### src/rtl/crf_pkg.sv
// package: register map, flag positions, reset values and timing counts
package crf_pkg;

  // wishbone word offsets (byte addresses)
  localparam logic [5:0] OFF_ACC    = 6'h00;
  localparam logic [5:0] OFF_INDEX  = 6'h04;
  localparam logic [5:0] OFF_SP     = 6'h08;
  localparam logic [5:0] OFF_PC     = 6'h0c;
  localparam logic [5:0] OFF_FLAGS  = 6'h10;
  localparam logic [5:0] OFF_CMD    = 6'h14;
  localparam logic [5:0] OFF_STATUS = 6'h18;
  localparam logic [5:0] OFF_IREQ   = 6'h1c;
  localparam logic [5:0] OFF_ALU    = 6'h20;
  localparam logic [5:0] OFF_ISR    = 6'h24;

  // condition flag bit positions
  localparam int FLG_C = 0;
  localparam int FLG_Z = 1;
  localparam int FLG_N = 2;
  localparam int FLG_I = 3;
  localparam int FLG_H = 4;
  localparam int FLG_V = 7;

  localparam logic [7:0]  FLAGS_ONES   = 8'h60;
  localparam logic [7:0]  FLAGS_RST    = 8'h68;
  localparam logic [15:0] SP_RST       = 16'h00ff;
  localparam logic [7:0]  SP_LOW_REINIT = 8'hff;

  // vectors
  localparam logic [15:0] VEC_RESET    = 16'hfffe;
  localparam logic [15:0] VEC_BRK      = 16'hfffc;
  localparam logic [15:0] VEC_BRK_MON  = 16'hfefc;
  localparam logic [15:0] VEC_IRQ_BASE = 16'hfff0;
  localparam logic [7:0]  TRAP_OPCODE  = 8'h83;

  // command register operation codes
  localparam logic [3:0] CMD_NONE     = 4'h0;
  localparam logic [3:0] CMD_SP_REINIT = 4'h1;
  localparam logic [3:0] CMD_MASK_CLR = 4'h2;
  localparam logic [3:0] CMD_MASK_SET = 4'h3;
  localparam logic [3:0] CMD_PUSH_H   = 4'h4;
  localparam logic [3:0] CMD_PULL_H   = 4'h5;
  localparam logic [3:0] CMD_RTI      = 4'h6;
  localparam logic [3:0] CMD_WAIT     = 4'h7;
  localparam logic [3:0] CMD_STOP     = 4'h8;
  localparam logic [3:0] CMD_FETCH    = 4'h9;
  localparam logic [3:0] CMD_JUMP     = 4'ha;
  localparam logic [3:0] CMD_INSN_END = 4'hb;

  // alu operation codes
  localparam logic [2:0] ALU_ADD = 3'h0;
  localparam logic [2:0] ALU_ADC = 3'h1;
  localparam logic [2:0] ALU_SUB = 3'h2;
  localparam logic [2:0] ALU_AND = 3'h3;
  localparam logic [2:0] ALU_LSL = 3'h4;
  localparam logic [2:0] ALU_LSR = 3'h5;
  localparam logic [2:0] ALU_LDA = 3'h6;
  localparam logic [2:0] ALU_DAA = 3'h7;

  // oscillator stabilisation after stop exit
  localparam int STAB_NS     = 409600;
  localparam int CLK_NS      = 100;
  localparam int STAB_CYCLES = STAB_NS / CLK_NS;

  localparam int NUM_IRQ   = 4;
  localparam int STACK_LEN = 5;

endpackage : crf_pkg

### src/rtl/crf_alu.sv
// alu: 8-bit result and condition flag results
`timescale 1ns/1ps
module crf_alu (
  input  wire logic [2:0] op_i,
  input  wire logic [7:0] a_i,
  input  wire logic [7:0] m_i,
  input  wire logic [7:0] flags_i,
  output logic      [7:0] res_o,
  output logic      [7:0] flags_o
);
  logic [8:0] sum;
  logic [4:0] lo;
  logic [7:0] adj;
  always_comb
  begin
    sum     = 9'h000;
    lo      = 5'h00;
    adj     = 8'h00;
    flags_o = flags_i;
    res_o   = a_i;
    unique case (op_i)
      crf_pkg::ALU_ADD, crf_pkg::ALU_ADC:
      begin
        sum = {1'b0, a_i} + {1'b0, m_i} + {8'h00, op_i == crf_pkg::ALU_ADC
              && flags_i[crf_pkg::FLG_C]};
        lo  = {1'b0, a_i[3:0]} + {1'b0, m_i[3:0]} + {4'h0, op_i == crf_pkg::ALU_ADC
              && flags_i[crf_pkg::FLG_C]};
        res_o = sum[7:0];
        flags_o[crf_pkg::FLG_H] = lo[4];
        flags_o[crf_pkg::FLG_C] = sum[8];
        flags_o[crf_pkg::FLG_V] = (a_i[7] == m_i[7]) && (sum[7] != a_i[7]);
      end
      crf_pkg::ALU_SUB:
      begin
        sum = {1'b0, a_i} - {1'b0, m_i};
        res_o = sum[7:0];
        flags_o[crf_pkg::FLG_C] = sum[8];
        flags_o[crf_pkg::FLG_V] = (a_i[7] != m_i[7]) && (sum[7] != a_i[7]);
      end
      crf_pkg::ALU_AND:
      begin
        res_o = a_i & m_i;
        flags_o[crf_pkg::FLG_V] = 1'b0;
      end
      crf_pkg::ALU_LSL:
      begin
        res_o = {a_i[6:0], 1'b0};
        flags_o[crf_pkg::FLG_C] = a_i[7];
        flags_o[crf_pkg::FLG_V] = a_i[7] ^ a_i[6];
      end
      crf_pkg::ALU_LSR:
      begin
        res_o = {1'b0, a_i[7:1]};
        flags_o[crf_pkg::FLG_C] = a_i[0];
        flags_o[crf_pkg::FLG_V] = a_i[0];
      end
      crf_pkg::ALU_LDA:
      begin
        res_o = m_i;
        flags_o[crf_pkg::FLG_V] = 1'b0;
      end
      crf_pkg::ALU_DAA:
      begin
        adj[3:0] = (flags_i[crf_pkg::FLG_H] || a_i[3:0] > 4'h9) ? 4'h6 : 4'h0;
        adj[7:4] = (flags_i[crf_pkg::FLG_C] || a_i > 8'h99) ? 4'h6 : 4'h0;
        sum = {1'b0, a_i} + {1'b0, adj};
        res_o = sum[7:0];
        flags_o[crf_pkg::FLG_C] = flags_i[crf_pkg::FLG_C] || (adj[7:4] != 4'h0);
      end
    endcase
    flags_o[crf_pkg::FLG_N] = res_o[7];
    flags_o[crf_pkg::FLG_Z] = (res_o == 8'h00);
    flags_o = flags_o | crf_pkg::FLAGS_ONES;
  end
endmodule : crf_alu

### src/rtl/crf_core_regs.sv
// register set and condition flag control behind a classic wishbone slave
//
// Overview of operation
// - an 8-bit accumulator holds operands and takes alu results
// - a 16-bit index pair is made of high and low bytes
// - reset presets the stack pointer to 0x00ff
// - stack pointer reinit sets its low byte to 0xff, high byte kept
// - stack pointer falls per pushed byte and rises per pulled byte
// - program counter advances per fetch; jumps and interrupts load it
// - leaving reset loads the program counter from the vector at 0xfffe
// - flag bits 6 and 5 read one and ignore writes
// - overflow flag follows two's complement overflow of the result
// - half carry flag records carry from bit 3 to bit 4 on add
// - mask blocks interrupts; set after stacking, before vector fetch
// - interrupt entry never stacks the index high byte
// - with mask clear the highest priority pending request is served first
// - interrupt return restores flags including the mask, acc and pc high byte
// - reset sets the mask; mask clear, wait and stop ops clear it, return reloads it
// - negative flag copies result bit 7
// - zero flag is set when the result is 0x00
// - carry flag records carry or borrow, shifts also update it
// - wait clears mask and halts clock; interrupt exit sets mask after stacking
// - stop clears mask, halts clock, restarts after stabilisation delay
// - break loads trap opcode and vector 0xfffc, or 0xfefc in monitor mode
// - break starts after the instruction or at once on last-cycle match
`timescale 1ns/1ps
module crf_core_regs (
  input  wire logic        clk_i,
  input  wire logic        rst_i,
  // wishbone slave
  input  wire logic        cyc_i,
  input  wire logic        stb_i,
  input  wire logic        we_i,
  input  wire logic [5:0]  adr_i,
  input  wire logic [3:0]  sel_i,
  input  wire logic [31:0] dat_i,
  output logic      [31:0] dat_o,
  output logic             ack_o,
  // core side
  input  wire logic [3:0]  irq_req_i,
  input  wire logic        brk_req_i,
  input  wire logic        brk_last_cycle_i,
  input  wire logic        monitor_mode_i,
  output logic             cpu_clk_en_o,
  output logic      [7:0]  insn_reg_o,
  output logic      [15:0] mem_addr_o
);

  typedef enum logic [2:0] {
    ST_RESET_VEC,
    ST_RUN,
    ST_STACK,
    ST_WAIT,
    ST_STOP,
    ST_STAB
  } crf_state_e;

  typedef struct packed {
    crf_state_e  st;
    logic [7:0]  acc;
    logic [15:0] index_pair;
    logic [15:0] sp;
    logic [15:0] pc;
    logic [7:0]  flags;
    logic [7:0]  insn;
    logic [15:0] addr;
    logic [2:0]  stk_cnt;
    logic [15:0] vec;
    logic        brk_pend;
    logic        in_break;
    logic [18:0] stab_cnt;
    logic [31:0] dat;
    logic        ack;
    logic        clk_en;
  } crf_state_s;

  crf_state_s s_r;
  crf_state_s s_nxt;

  logic [7:0] alu_res;
  logic [7:0] alu_flags;

  // =====================================================
  // alu
  crf_alu u_alu (
    .op_i    (dat_i[10:8]),
    .a_i     (s_r.acc),
    .m_i     (dat_i[7:0]),
    .flags_i (s_r.flags),
    .res_o   (alu_res),
    .flags_o (alu_flags)
  );

  // byte lane merge
  function automatic logic [31:0] lane_merge(input logic [31:0] old_v,
                                             input logic [31:0] new_v,
                                             input logic [3:0]  sel);
    logic [31:0] r;
    r = old_v;
    for (int i = 0; i < 4; i++)
    begin
      if (sel[i])
        r[i*8 +: 8] = new_v[i*8 +: 8];
    end
    return r;
  endfunction : lane_merge

  // highest priority request, lowest index wins
  function automatic logic [2:0] irq_pick(input logic [3:0] req);
    logic [2:0] r;
    r = 3'h4;
    for (int i = crf_pkg::NUM_IRQ - 1; i >= 0; i--)
    begin
      if (req[i])
        r = 3'(i);
    end
    return r;
  endfunction : irq_pick

  logic [31:0] wr;
  logic        wr_go;
  logic        rd_go;
  logic [2:0]  irq_sel;

  // =====================================================
  // next state
  always_comb
  begin
    s_nxt   = s_r;
    wr      = 32'h0000_0000;
    wr_go   = cyc_i && stb_i && we_i && !s_r.ack;
    rd_go   = cyc_i && stb_i && !we_i && !s_r.ack;
    irq_sel = irq_pick(irq_req_i);
    s_nxt.ack = wr_go || rd_go;
    if (brk_req_i && !s_r.in_break)
      s_nxt.brk_pend = 1'b1;

    unique case (s_r.st)
      ST_RESET_VEC:
      begin
        s_nxt.pc     = crf_pkg::VEC_RESET;
        s_nxt.addr   = crf_pkg::VEC_RESET;
        s_nxt.clk_en = 1'b1;
        s_nxt.st     = ST_RUN;
      end
      ST_RUN:
      begin
        if (brk_req_i && brk_last_cycle_i && !s_r.in_break)
        begin
          s_nxt.insn     = crf_pkg::TRAP_OPCODE;
          s_nxt.vec      = monitor_mode_i ? crf_pkg::VEC_BRK_MON : crf_pkg::VEC_BRK;
          s_nxt.in_break = 1'b1;
          s_nxt.brk_pend = 1'b0;
          s_nxt.stk_cnt  = 3'(crf_pkg::STACK_LEN);
          s_nxt.st       = ST_STACK;
        end
      end
      ST_STACK:
      begin
        // pc lo, pc hi, index lo, acc, flags; index high byte left out
        s_nxt.sp      = s_r.sp - 16'h0001;
        s_nxt.addr    = s_r.sp;
        s_nxt.stk_cnt = s_r.stk_cnt - 3'h1;
        if (s_r.stk_cnt == 3'h1)
        begin
          s_nxt.flags[crf_pkg::FLG_I] = 1'b1;
          s_nxt.pc   = s_r.vec;
          s_nxt.addr = s_r.vec;
          s_nxt.st   = ST_RUN;
        end
      end
      ST_WAIT:
      begin
        if (irq_sel != 3'h4)
        begin
          s_nxt.clk_en  = 1'b1;
          s_nxt.insn    = crf_pkg::TRAP_OPCODE;
          s_nxt.vec     = crf_pkg::VEC_IRQ_BASE - {12'h000, irq_sel, 1'b0};
          s_nxt.stk_cnt = 3'(crf_pkg::STACK_LEN);
          s_nxt.st      = ST_STACK;
        end
      end
      ST_STOP:
      begin
        if (irq_req_i[0])
        begin
          s_nxt.stab_cnt = 19'(crf_pkg::STAB_CYCLES);
          s_nxt.st       = ST_STAB;
        end
      end
      ST_STAB:
      begin
        s_nxt.stab_cnt = s_r.stab_cnt - 19'h00001;
        if (s_r.stab_cnt == 19'h00001)
        begin
          s_nxt.clk_en  = 1'b1;
          s_nxt.vec     = crf_pkg::VEC_IRQ_BASE;
          s_nxt.stk_cnt = 3'(crf_pkg::STACK_LEN);
          s_nxt.st      = ST_STACK;
        end
      end
      default:
        s_nxt.st = ST_RUN;
    endcase

    if (s_r.st == ST_RUN && !(brk_req_i && brk_last_cycle_i && !s_r.in_break))
    begin
      // maskable request taken only while mask clear
      if (!s_r.flags[crf_pkg::FLG_I] && irq_sel != 3'h4 && !wr_go)
      begin
        s_nxt.vec     = crf_pkg::VEC_IRQ_BASE - {12'h000, irq_sel, 1'b0};
        s_nxt.stk_cnt = 3'(crf_pkg::STACK_LEN);
        s_nxt.st      = ST_STACK;
      end
      if (wr_go)
      begin
        unique case (adr_i)
          crf_pkg::OFF_ACC:
            s_nxt.acc = 8'(lane_merge({24'h0, s_r.acc}, dat_i, sel_i));
          crf_pkg::OFF_INDEX:
            s_nxt.index_pair = 16'(lane_merge({16'h0, s_r.index_pair}, dat_i, sel_i));
          crf_pkg::OFF_SP:
            s_nxt.sp = 16'(lane_merge({16'h0, s_r.sp}, dat_i, sel_i));
          crf_pkg::OFF_PC:
            s_nxt.pc = 16'(lane_merge({16'h0, s_r.pc}, dat_i, sel_i));
          crf_pkg::OFF_FLAGS:
          begin
            wr = lane_merge({24'h0, s_r.flags}, dat_i, sel_i);
            s_nxt.flags = wr[7:0] | crf_pkg::FLAGS_ONES;
            s_nxt.flags[crf_pkg::FLG_I] = s_r.flags[crf_pkg::FLG_I];
          end
          crf_pkg::OFF_ALU:
          begin
            if (sel_i[0])
            begin
              s_nxt.acc    = alu_res;
              s_nxt.flags  = alu_flags;
            end
          end
          crf_pkg::OFF_CMD:
          begin
            if (sel_i[0])
            begin
              unique case (dat_i[3:0])
                crf_pkg::CMD_SP_REINIT:
                  s_nxt.sp[7:0] = crf_pkg::SP_LOW_REINIT;
                crf_pkg::CMD_MASK_CLR:
                  s_nxt.flags[crf_pkg::FLG_I] = 1'b0;
                crf_pkg::CMD_MASK_SET:
                  s_nxt.flags[crf_pkg::FLG_I] = 1'b1;
                crf_pkg::CMD_PUSH_H:
                begin
                  s_nxt.addr = s_r.sp;
                  s_nxt.sp   = s_r.sp - 16'h0001;
                end
                crf_pkg::CMD_PULL_H:
                begin
                  s_nxt.sp         = s_r.sp + 16'h0001;
                  s_nxt.index_pair[15:8] = dat_i[15:8];
                end
                crf_pkg::CMD_RTI:
                begin
                  s_nxt.sp = s_r.sp + 16'(crf_pkg::STACK_LEN);
                  s_nxt.flags = dat_i[23:16] | crf_pkg::FLAGS_ONES;
                  s_nxt.acc   = dat_i[15:8];
                  s_nxt.pc    = {dat_i[31:24], s_r.pc[7:0]};
                  if (!brk_req_i)
                    s_nxt.in_break = 1'b0;
                end
                crf_pkg::CMD_WAIT:
                begin
                  s_nxt.flags[crf_pkg::FLG_I] = 1'b0;
                  s_nxt.clk_en = 1'b0;
                  s_nxt.st     = ST_WAIT;
                end
                crf_pkg::CMD_STOP:
                begin
                  s_nxt.flags[crf_pkg::FLG_I] = 1'b0;
                  s_nxt.clk_en = 1'b0;
                  s_nxt.st     = ST_STOP;
                end
                crf_pkg::CMD_FETCH:
                begin
                  s_nxt.addr = s_r.pc;
                  s_nxt.pc   = s_r.pc + 16'h0001;
                end
                crf_pkg::CMD_JUMP:
                begin
                  s_nxt.pc   = dat_i[31:16];
                  s_nxt.addr = dat_i[31:16];
                end
                crf_pkg::CMD_INSN_END:
                begin
                  if (s_r.brk_pend && !s_r.in_break)
                  begin
                    s_nxt.insn     = crf_pkg::TRAP_OPCODE;
                    s_nxt.vec      = monitor_mode_i ? crf_pkg::VEC_BRK_MON
                                                    : crf_pkg::VEC_BRK;
                    s_nxt.in_break = 1'b1;
                    s_nxt.brk_pend = 1'b0;
                    s_nxt.stk_cnt  = 3'(crf_pkg::STACK_LEN);
                    s_nxt.st       = ST_STACK;
                  end
                end
                default:
                  s_nxt.insn = s_r.insn;
              endcase
            end
          end
          default:
            s_nxt.ack = 1'b1;
        endcase
      end
    end

    // read mux; unmapped words read zero
    if (rd_go)
    begin
      unique case (adr_i)
        crf_pkg::OFF_ACC:    s_nxt.dat = {24'h0, s_r.acc};
        crf_pkg::OFF_INDEX:  s_nxt.dat = {16'h0, s_r.index_pair};
        crf_pkg::OFF_SP:     s_nxt.dat = {16'h0, s_r.sp};
        crf_pkg::OFF_PC:     s_nxt.dat = {16'h0, s_r.pc};
        crf_pkg::OFF_FLAGS:  s_nxt.dat = {24'h0, s_r.flags | crf_pkg::FLAGS_ONES};
        crf_pkg::OFF_STATUS: s_nxt.dat = {16'h0, s_r.insn, 2'b00, s_r.brk_pend,
                                          s_r.in_break, s_r.clk_en, s_r.st};
        crf_pkg::OFF_IREQ:   s_nxt.dat = {28'h0, irq_req_i};
        crf_pkg::OFF_ISR:    s_nxt.dat = {16'h0, s_r.addr};
        default:             s_nxt.dat = 32'h0000_0000;
      endcase
    end
  end

  // =====================================================
  // state register
  always_ff @(posedge clk_i)
  begin
    if (rst_i)
    begin
      s_r            <= '0;
      s_r.st         <= ST_RESET_VEC;
      s_r.sp         <= crf_pkg::SP_RST;
      s_r.flags      <= crf_pkg::FLAGS_RST;
      s_r.clk_en     <= 1'b0;
    end
    else
      s_r <= s_nxt;
  end

  assign dat_o        = s_r.dat;
  assign ack_o        = s_r.ack;
  assign cpu_clk_en_o = s_r.clk_en;
  assign insn_reg_o   = s_r.insn;
  assign mem_addr_o   = s_r.addr;

endmodule : crf_core_regs

### config.mk
export PLATFORM = sky130hd
export DESIGN_NAME = crf_core_regs
export DESIGN_NICKNAME = d
export VERILOG_FILES = /design/src/rtl/crf_pkg.sv /design/src/rtl/crf_alu.sv /design/src/rtl/crf_core_regs.sv
export SDC_FILE = /design/constraint.sdc
export NUM_CORES = 1
export LEC_CHECK = 0
export BUFFER_PORTS_ARGS = -buffer_cell sky130_fd_sc_hd__buf_4
export CAP_MARGIN = 0
export CORE_AREA = 2 2 174 176
export DETAILED_ROUTE_END_ITERATION = 7
export DIE_AREA = 0 0 176 178
export PLACE_DENSITY_LB_ADDON = 0.12
export SYNTH_ARGS = -nofsm -noshare
export SYNTH_HDL_FRONTEND = slang
export SYNTH_SLANG_ARGS = --single-unit
### constraint.sdc
create_clock -name clk_i -period 3.3 [get_ports clk_i]
set_input_delay 0.165 -clock clk_i [delete_from_list [all_inputs] [get_ports clk_i]]
set_output_delay 0.165 -clock clk_i [all_outputs]
set_load 0.005 [all_outputs]
==> results of run 1 <==
[critical path, stage by stage, from the launching register on]
cell and delay (ns):
dfxtp_1 0.31, inv_1 0.07, ha_1 0.18, nand4_1 0.12, a21oi_2 0.18, nand2_1 0.09
ha_1 0.33, a41o_1 0.28, a21oi_2 0.15, xnor2_1 0.09, a211oi_2 0.26, nor3b_2 0.21
nor3_1 0.09, or4_4 0.48, a211oi_2 0.22
[area by class of cell]
type                       count  share of cell area [%]
multi-input combinational   1272                    57.9
tap                          390                    3.69
clock buffer                  17                    3.21
clock inverter                15                    1.34
inverter                      37                    1.05
timing repair buffer         183                    10.5
sequential                   147                    22.2
[cell families (layout without fill, tap and decap cells)]
family / count (synthesis) / after routing
buf+inv: 221 / 252
xor+xnor: 41 / 41
flops: 147 / 147
other cells: 1 / 16
simple gates: 638 / 638
compound gates: 517 / 517
mux: 23 / 23
fa+ha+maj: 37 / 37
[sequential cells by signal, summed over array words and instances, names as in the netlist]
| name | flops |
|---|---|
| ack_o | 1 |
| dat_o | 16 |
| cpu_clk_en_o | 1 |
| s_r | 105 |
| mem_addr_o | 16 |
| insn_reg_o | 8 |
[layer usage]
metal	global-route usage (%)	up-vias	wire length (um)
li1	-	5977	-
met1	42.7	6229	20800
met2	45.4	747	20700
met3	5.88	86	4970
met4	10.6	0	1410
met5	0	-	0
[repair_timing]
item                                    in CTS  in global routing
endpoints found under the setup margin       0                  3
hold buffers                                 2                  0
gates resized for setup                      0                  9
endpoints found under the hold margin        2                  0
[through the flow]
stage / util, % / hold slack (ns) / std cells / cell area, um2 / total power [mW]
2_1_floorplan: - / 0.261 / 1640 / 11600 / 2.77
3_3_place_gp: 42.8 / 0.357 / 2027 / 12600 / 3.18
3_5_place_dp: 42.8 / 0.357 / 2027 / 12600 / 3.19
4_1_cts: 44.9 / 0.0000804 / 2061 / 13200 / 5.22
5_1_grt: 45.0 / 0.0315 / 2061 / 13200 / 5.44
6_report: 45.0 / 0.0155 / 2061 / 13200 / 5.22
[report_power, final]
group          leakage [nW]  internal [mW]  switching (mW)
Combinational          3.66          0.444           0.711
Clock                 0.293           1.03           0.990
Sequential             1.20           1.88           0.168
[final timing paths]
| path | endpoint | slack (ns) | cells past startpoint | from |
|---|---|---|---|---|
| setup / recovery | s_r[99] | 0.16 | 14 | s_r[160] |
| hold reg to reg | s_r[153] | 0.46 | 2 | s_r[153] |
| hold / removal | ack_o | 0.02 | 3 | stb_i |
| setup reg to reg | s_r[99] | 0.16 | 14 | s_r[160] |
[cell usage after synthesis, drive strengths merged (16+ instances only)]
cell type | instances | area (um2)
a31oi | 20 | 125
nand3 | 61 | 305
a21oi | 131 | 659
nor2 | 238 | 896
buf | 80 | 536
clkbuf | 104 | 390
a222oi | 20 | 200
nor3 | 57 | 300
ha | 31 | 388
inv | 35 | 131
nand4 | 16 | 100
dfxtp | 147 | 2940
nor2b | 17 | 106
o22ai | 33 | 206
o21ai | 88 | 440
a221oi | 23 | 208
nand2b | 16 | 100
a22oi | 63 | 473
xnor2 | 26 | 228
nand2 | 142 | 533
a211oi | 23 | 178
==> impl_results.md, run 1 <==
- Die height: 178 um
- Remaining DRCs: 2
- Clock slew seen by the registers of the worst setup and hold paths: 0.08 ns
- Total of endpoints with negative setup slack in the final report: 0
- Sort of element at the start of the critical path: register
- Share of cells above drive strength 1: about 15%
- H-tree depth reported by CTS: 4
- Share of cell area taken by muxes after synthesis: 2.26%
- Post-layout minimum cycle time: 3.14 ns
- Failing checks: DRC
- Final weighted congestion in routability-driven placement: 0.954
- Main combinational cell family by area after synthesis: compound AO/OA/AOI/OAI gates
- Count of flip-flops with a built-in enable after synthesis: 0
- Simple-gate share of the synthesized area: ~26%
- Antenna diode count: 0
- Root buffer cell: clkbuf_16
- Area of combinational cells with multiple inputs: 7670 um2
- Post-Place Setup Slack: 0.0628 ns
- Post-synthesis xor/xnor area fraction: 3.10%
- RSZ-0062 raised after global routing: false
- Final Slew Violations: 0
- Complex-gate fraction of the synthesized area: roughly 30%
- Setup Buffers After CTS: 0
- Run status: finished with violations
- Clock latency on the worst-skew pair: 0.44 ns
- Number of routed nets with antenna violations: 0
- Area enclosed by the die boundary: 31300 um2
- Initial antenna violation count: 0
- Number of primary I/O pins: ~110
- Cell Area, Synth: 11600 um2
- Effective utilization at floorplan: 39.4%
- Detailed Routing Iterations Pass 1: 8
- Largest buffer count on any clock path: 2
- Most common library cell in the layout ignoring fill and taps: nor2_1
- Layout Nets: 1747
- Number of vias per cell after detailed routing: between 6 and 7
- Fill cell count: 3028
- Synth Register Bits: 147
- Syn-to-layout area delta: 14.3%
- Number of cell rows: 63
- Highest clock rate: 319 MHz
- Global router's overall resource usage: 30.1%
- Number of buffers added on ports: 93
- Count of mapped cells out of synthesis: 1625
- Synth unique cells: between 80 and 90
- Die width: 176 um
- Maximum number of pins on one net before global-route repair: 72
- Dominant register cell in the synthesized netlist: dfxtp_1
- Slew @ Worst Pin: 0.866 ns
- Clock buffers created by TritonCTS: 17
- Routed wire per std cell: 23.2 um
- Asr flop ratio synth: 0%
- Maximum vdd ir drop: ~0.00035 V
- Clock tree from TritonCTS: built
- Floorplan core area: 29400 um2
- Number of global-route vias before repair: 11928
- Slew Limit Headroom: roughly 42%
- Number of warnings issued by yosys: 0
- Total power per unit cell area: 395 nW/um2
- Nature of the critical path endpoint: register
- Post-Route Setup TNS: 0 ns
- Final period util: a little over nine tenths
- Kind of path behind the tightest hold check: input pin to register
- Post-Route WL: 47900 um
- Routed vias: between 10000 and 15000
- WS Path Type: register to register
- Global route total overflow: 0
- Fin worst setup slack: 0.161 ns
- First DRT Iteration DRCs: 2090
- Data required time at the worst endpoint: between 3 and 4 ns
- CTS sink count: 147
- Final worst clock skew: 0.0163 ns
- Commonest cells after routing, fill and taps aside: nor2_1, buf_4, dfxtp_1
- Worst Path Arrival: 3.50 ns
- Final Hold Fails: 0
- Mean post-synth cell area: 7.12 um2
- Sequential-to-total area share from yosys stat: 25.4%
- Wire length of the first global-routing pass: ~73000 um
- Number of max-cap violations: 0
- Largest fanout on the critical path: 4
- Dpl hpwl: 35000 um
- Adder-cell share of the synthesized area: between 4 and 5%
- Combined flip-flop and latch cell area: between 2000 and 3000 um2
- Leakage power summed over all cells: 5.15 nW
No activity file was read; power rests on OpenSTA's default activity.
==> run 2: changes to the inputs <==
--- a/config.mk
+++ b/config.mk
@@ -7,10 +7,11 @@
 export LEC_CHECK = 0
 export BUFFER_PORTS_ARGS = -buffer_cell sky130_fd_sc_hd__buf_4
 export CAP_MARGIN = 0
-export CORE_AREA = 2 2 174 176
+export CORE_AREA = 2 2 177 179
 export DETAILED_ROUTE_END_ITERATION = 7
-export DIE_AREA = 0 0 176 178
+export DIE_AREA = 0 0 179 181
 export PLACE_DENSITY_LB_ADDON = 0.12
 export SYNTH_ARGS = -nofsm -noshare
 export SYNTH_HDL_FRONTEND = slang
+export SYNTH_HIERARCHICAL = 1
 export SYNTH_SLANG_ARGS = --single-unit
==> impl_results.md, run 2 <==
- Kind of cell with the highest combined delay on the critical path: compound AO/OA/AOI/OAI gates
- Global route total overflow: 0
- Area of combinational cells with multiple inputs: ~8000 um2
- Post-layout minimum cycle time: 3.25 ns
- Worst Path Arrival: 3.61 ns
- Maximum number of pins on one net before global-route repair: 43
- Fin worst setup slack: around 0.053 ns
- Highest clock rate: 308 MHz
- Number of primary I/O pins: roughly 110
- Data required time at the worst endpoint: 3.66 ns
- Clock latency on the worst-skew pair: between 0.4 and 0.5 ns
- Post-placement cell area: 12900 um2
- WS Path Type: register to register
- Most flops, register: s_r
- Slew @ Worst Pin: 1.11 ns
- Area enclosed by the die boundary: 32400 um2
- Cell Area, Synth: 12000 um2
- H-tree depth reported by CTS: 4
- Total design power: just under 5 mW
- Slew Limit Headroom: 25.2%
- Post-Route Setup TNS: 0 ns
- Detailed Routing Iterations Pass 1: 8
- Delay of the slowest cell on the worst path: 0.53 ns
- Most common library cell in the layout ignoring fill and taps: nor2_1
- Global router's overall resource usage: 30.0%
- Mean post-synth cell area: 7.48 um2
- Final Hold Fails: 0
- First DRT Iteration DRCs: around 1700
- Initial antenna violation count: 2
- Kind of path behind the tightest hold check: input pin to register
- Portion of total power attributed to combinational logic: roughly 18%
- Largest buffer count on any clock path: 2
- Combined flip-flop and latch cell area: ~3000 um2
- Wire length of the first global-routing pass: 74800 um
- Number of max-cap violations: 0
- Syn-to-layout area delta: 14.5%
- Post-Place Setup Slack: 0.0537 ns
- Die width: 179 um
- Portion of total power attributed to sequential cells: about two fifths
- Count of mapped cells out of synthesis: 1601
- Number of warnings issued by yosys: 6
- Switching Share: around a third
- Hold WS: ~0.076 ns
- Routed wire per std cell: 24.0 um
- Largest fanout on the critical path: 14
- Clock buffers created by TritonCTS: 17
- Routed vias: about 13000
- Leakage power summed over all cells: between 5 and 6 nW
- Total power per unit cell area: 361 nW/um2
- Slowest cell on crit path: a2111oi_0
- Internal Power: ~3.4 mW
- Number of cell rows: 64
- Part of the power in the clock network: 42.8%
- Post-Route WL: 48800 um
- Run status: finished with violations
- Nature of the critical path endpoint: register
- Dpl hpwl: 35300 um
- Count of buffering cells on the critical path with inverters included: 1
- Root buffer cell: clkbuf_16
- Share of cells above drive strength 1: between 10% and 20%
- Effective utilization at floorplan: 39.4%
- Number of vias per cell after detailed routing: between 6 and 7
- CTS sink count: 147
- Die height: approximately 180 um
- Final Slew Violations: 0
- RSZ-0062 raised after global routing: true
- Clock slew seen by the registers of the worst setup and hold paths: 0.07 ns
- Total of endpoints with negative setup slack in the final report: 0
- Fill cell count: 3077
- Floorplan core area: approximately 30000 um2
- Remaining DRCs: 5
- Max reg flops: roughly 110
- Layout Nets: between 1500 and 2000
- Clock tree from TritonCTS: built
- Ordered list of cells on the worst path: buf_4 -> ha_1 -> nor2b_1 -> o21a_1 -> a2111oi_0 -> a221o_1 -> nor3_2 -> or4_4 -> nor3_4 -> a222oi_1 -> nand2b_1 -> a21oi_1
- Number of buffers added on ports: 93
- Final weighted congestion in routability-driven placement: 0.998
- Final period util: 98.4%
- Sort of element at the start of the critical path: register
- Number of global-route vias before repair: 12339
- Failing checks: DRC
- Switching power: between 1.5 and 2 mW
- Commonest cells after routing, fill and taps aside: nor2_1, buf_4, dfxtp_1
- Final worst clock skew: 0.0147 ns
- Setup slack of the most critical reg-to-reg path: 0.05 ns
- Number of routed nets with antenna violations: 0
- Design Area, Final: around 14000 um2
- Maximum vdd ir drop: 0.000396 V
run 2: area by class of cell:
class / instances / area share, %
Multi-Input combinational cell: 1227 / 58.7
Sequential cell: 147 / 21.5
Timing Repair Buffer: 185 / 10.2
Tap cell: 396 / 3.62
Clock buffer: 18 / 3.21
Clock inverter: 14 / 1.39
Inverter: 49 / 1.36
Antenna cell: 2 / 0.0365
run 2: metal layers:
layer	vias up	part of all wire (%)	track usage (%)
met3	95	10	5.77
met1	6289	43	41.5
li1	5950	-	-
met5	-	0	0
met2	754	44	45.5
met4	0	3.6	11.9
run 2: what timing repair did:
action	CTS	global route
setup endpoints to repair	0	2
buffers inserted	0	6
gates resized for setup	0	26
hold buffers	3	0
hold endpoints to repair	2	0
run 2: power by group through the flow:
| stage | Combinational [mW] | Clock (mW) | Sequential (mW) |
|---|---|---|---|
| 2_1_floorplan | 0.587 | 0 | 1.92 |
| 3_3_place_gp | 0.854 | 0 | 1.97 |
| 3_5_place_dp | 0.855 | 0 | 1.97 |
| 4_1_cts | 0.863 | 2.14 | 1.93 |
| 5_1_grt | 0.962 | 2.22 | 1.94 |
| 6_report | 0.893 | 2.12 | 1.94 |
run 2: final timing paths:
kind,cells past startpoint,end,startpoint
max,12,s_r[99],s_r[157]
min,3,s_r[149],dat_i[11]
max reg2reg,12,s_r[99],s_r[157]
min reg2reg,2,s_r[99],s_r[99]
run 2: metrics by stage:
stage | cells | util (%)
2_1_floorplan | 1616 | -
3_3_place_gp | 1995 | 42.5
3_5_place_dp | 1995 | 42.5
4_1_cts | 2030 | 44.6
5_1_grt | 2036 | 45.1
6_report | 2038 | 45.1
run 2: worst min-delay path, stage by stage:
cell and delay [ns]:
buf_4 0.16, mux2i_1 0.09, nor2_1 0.07
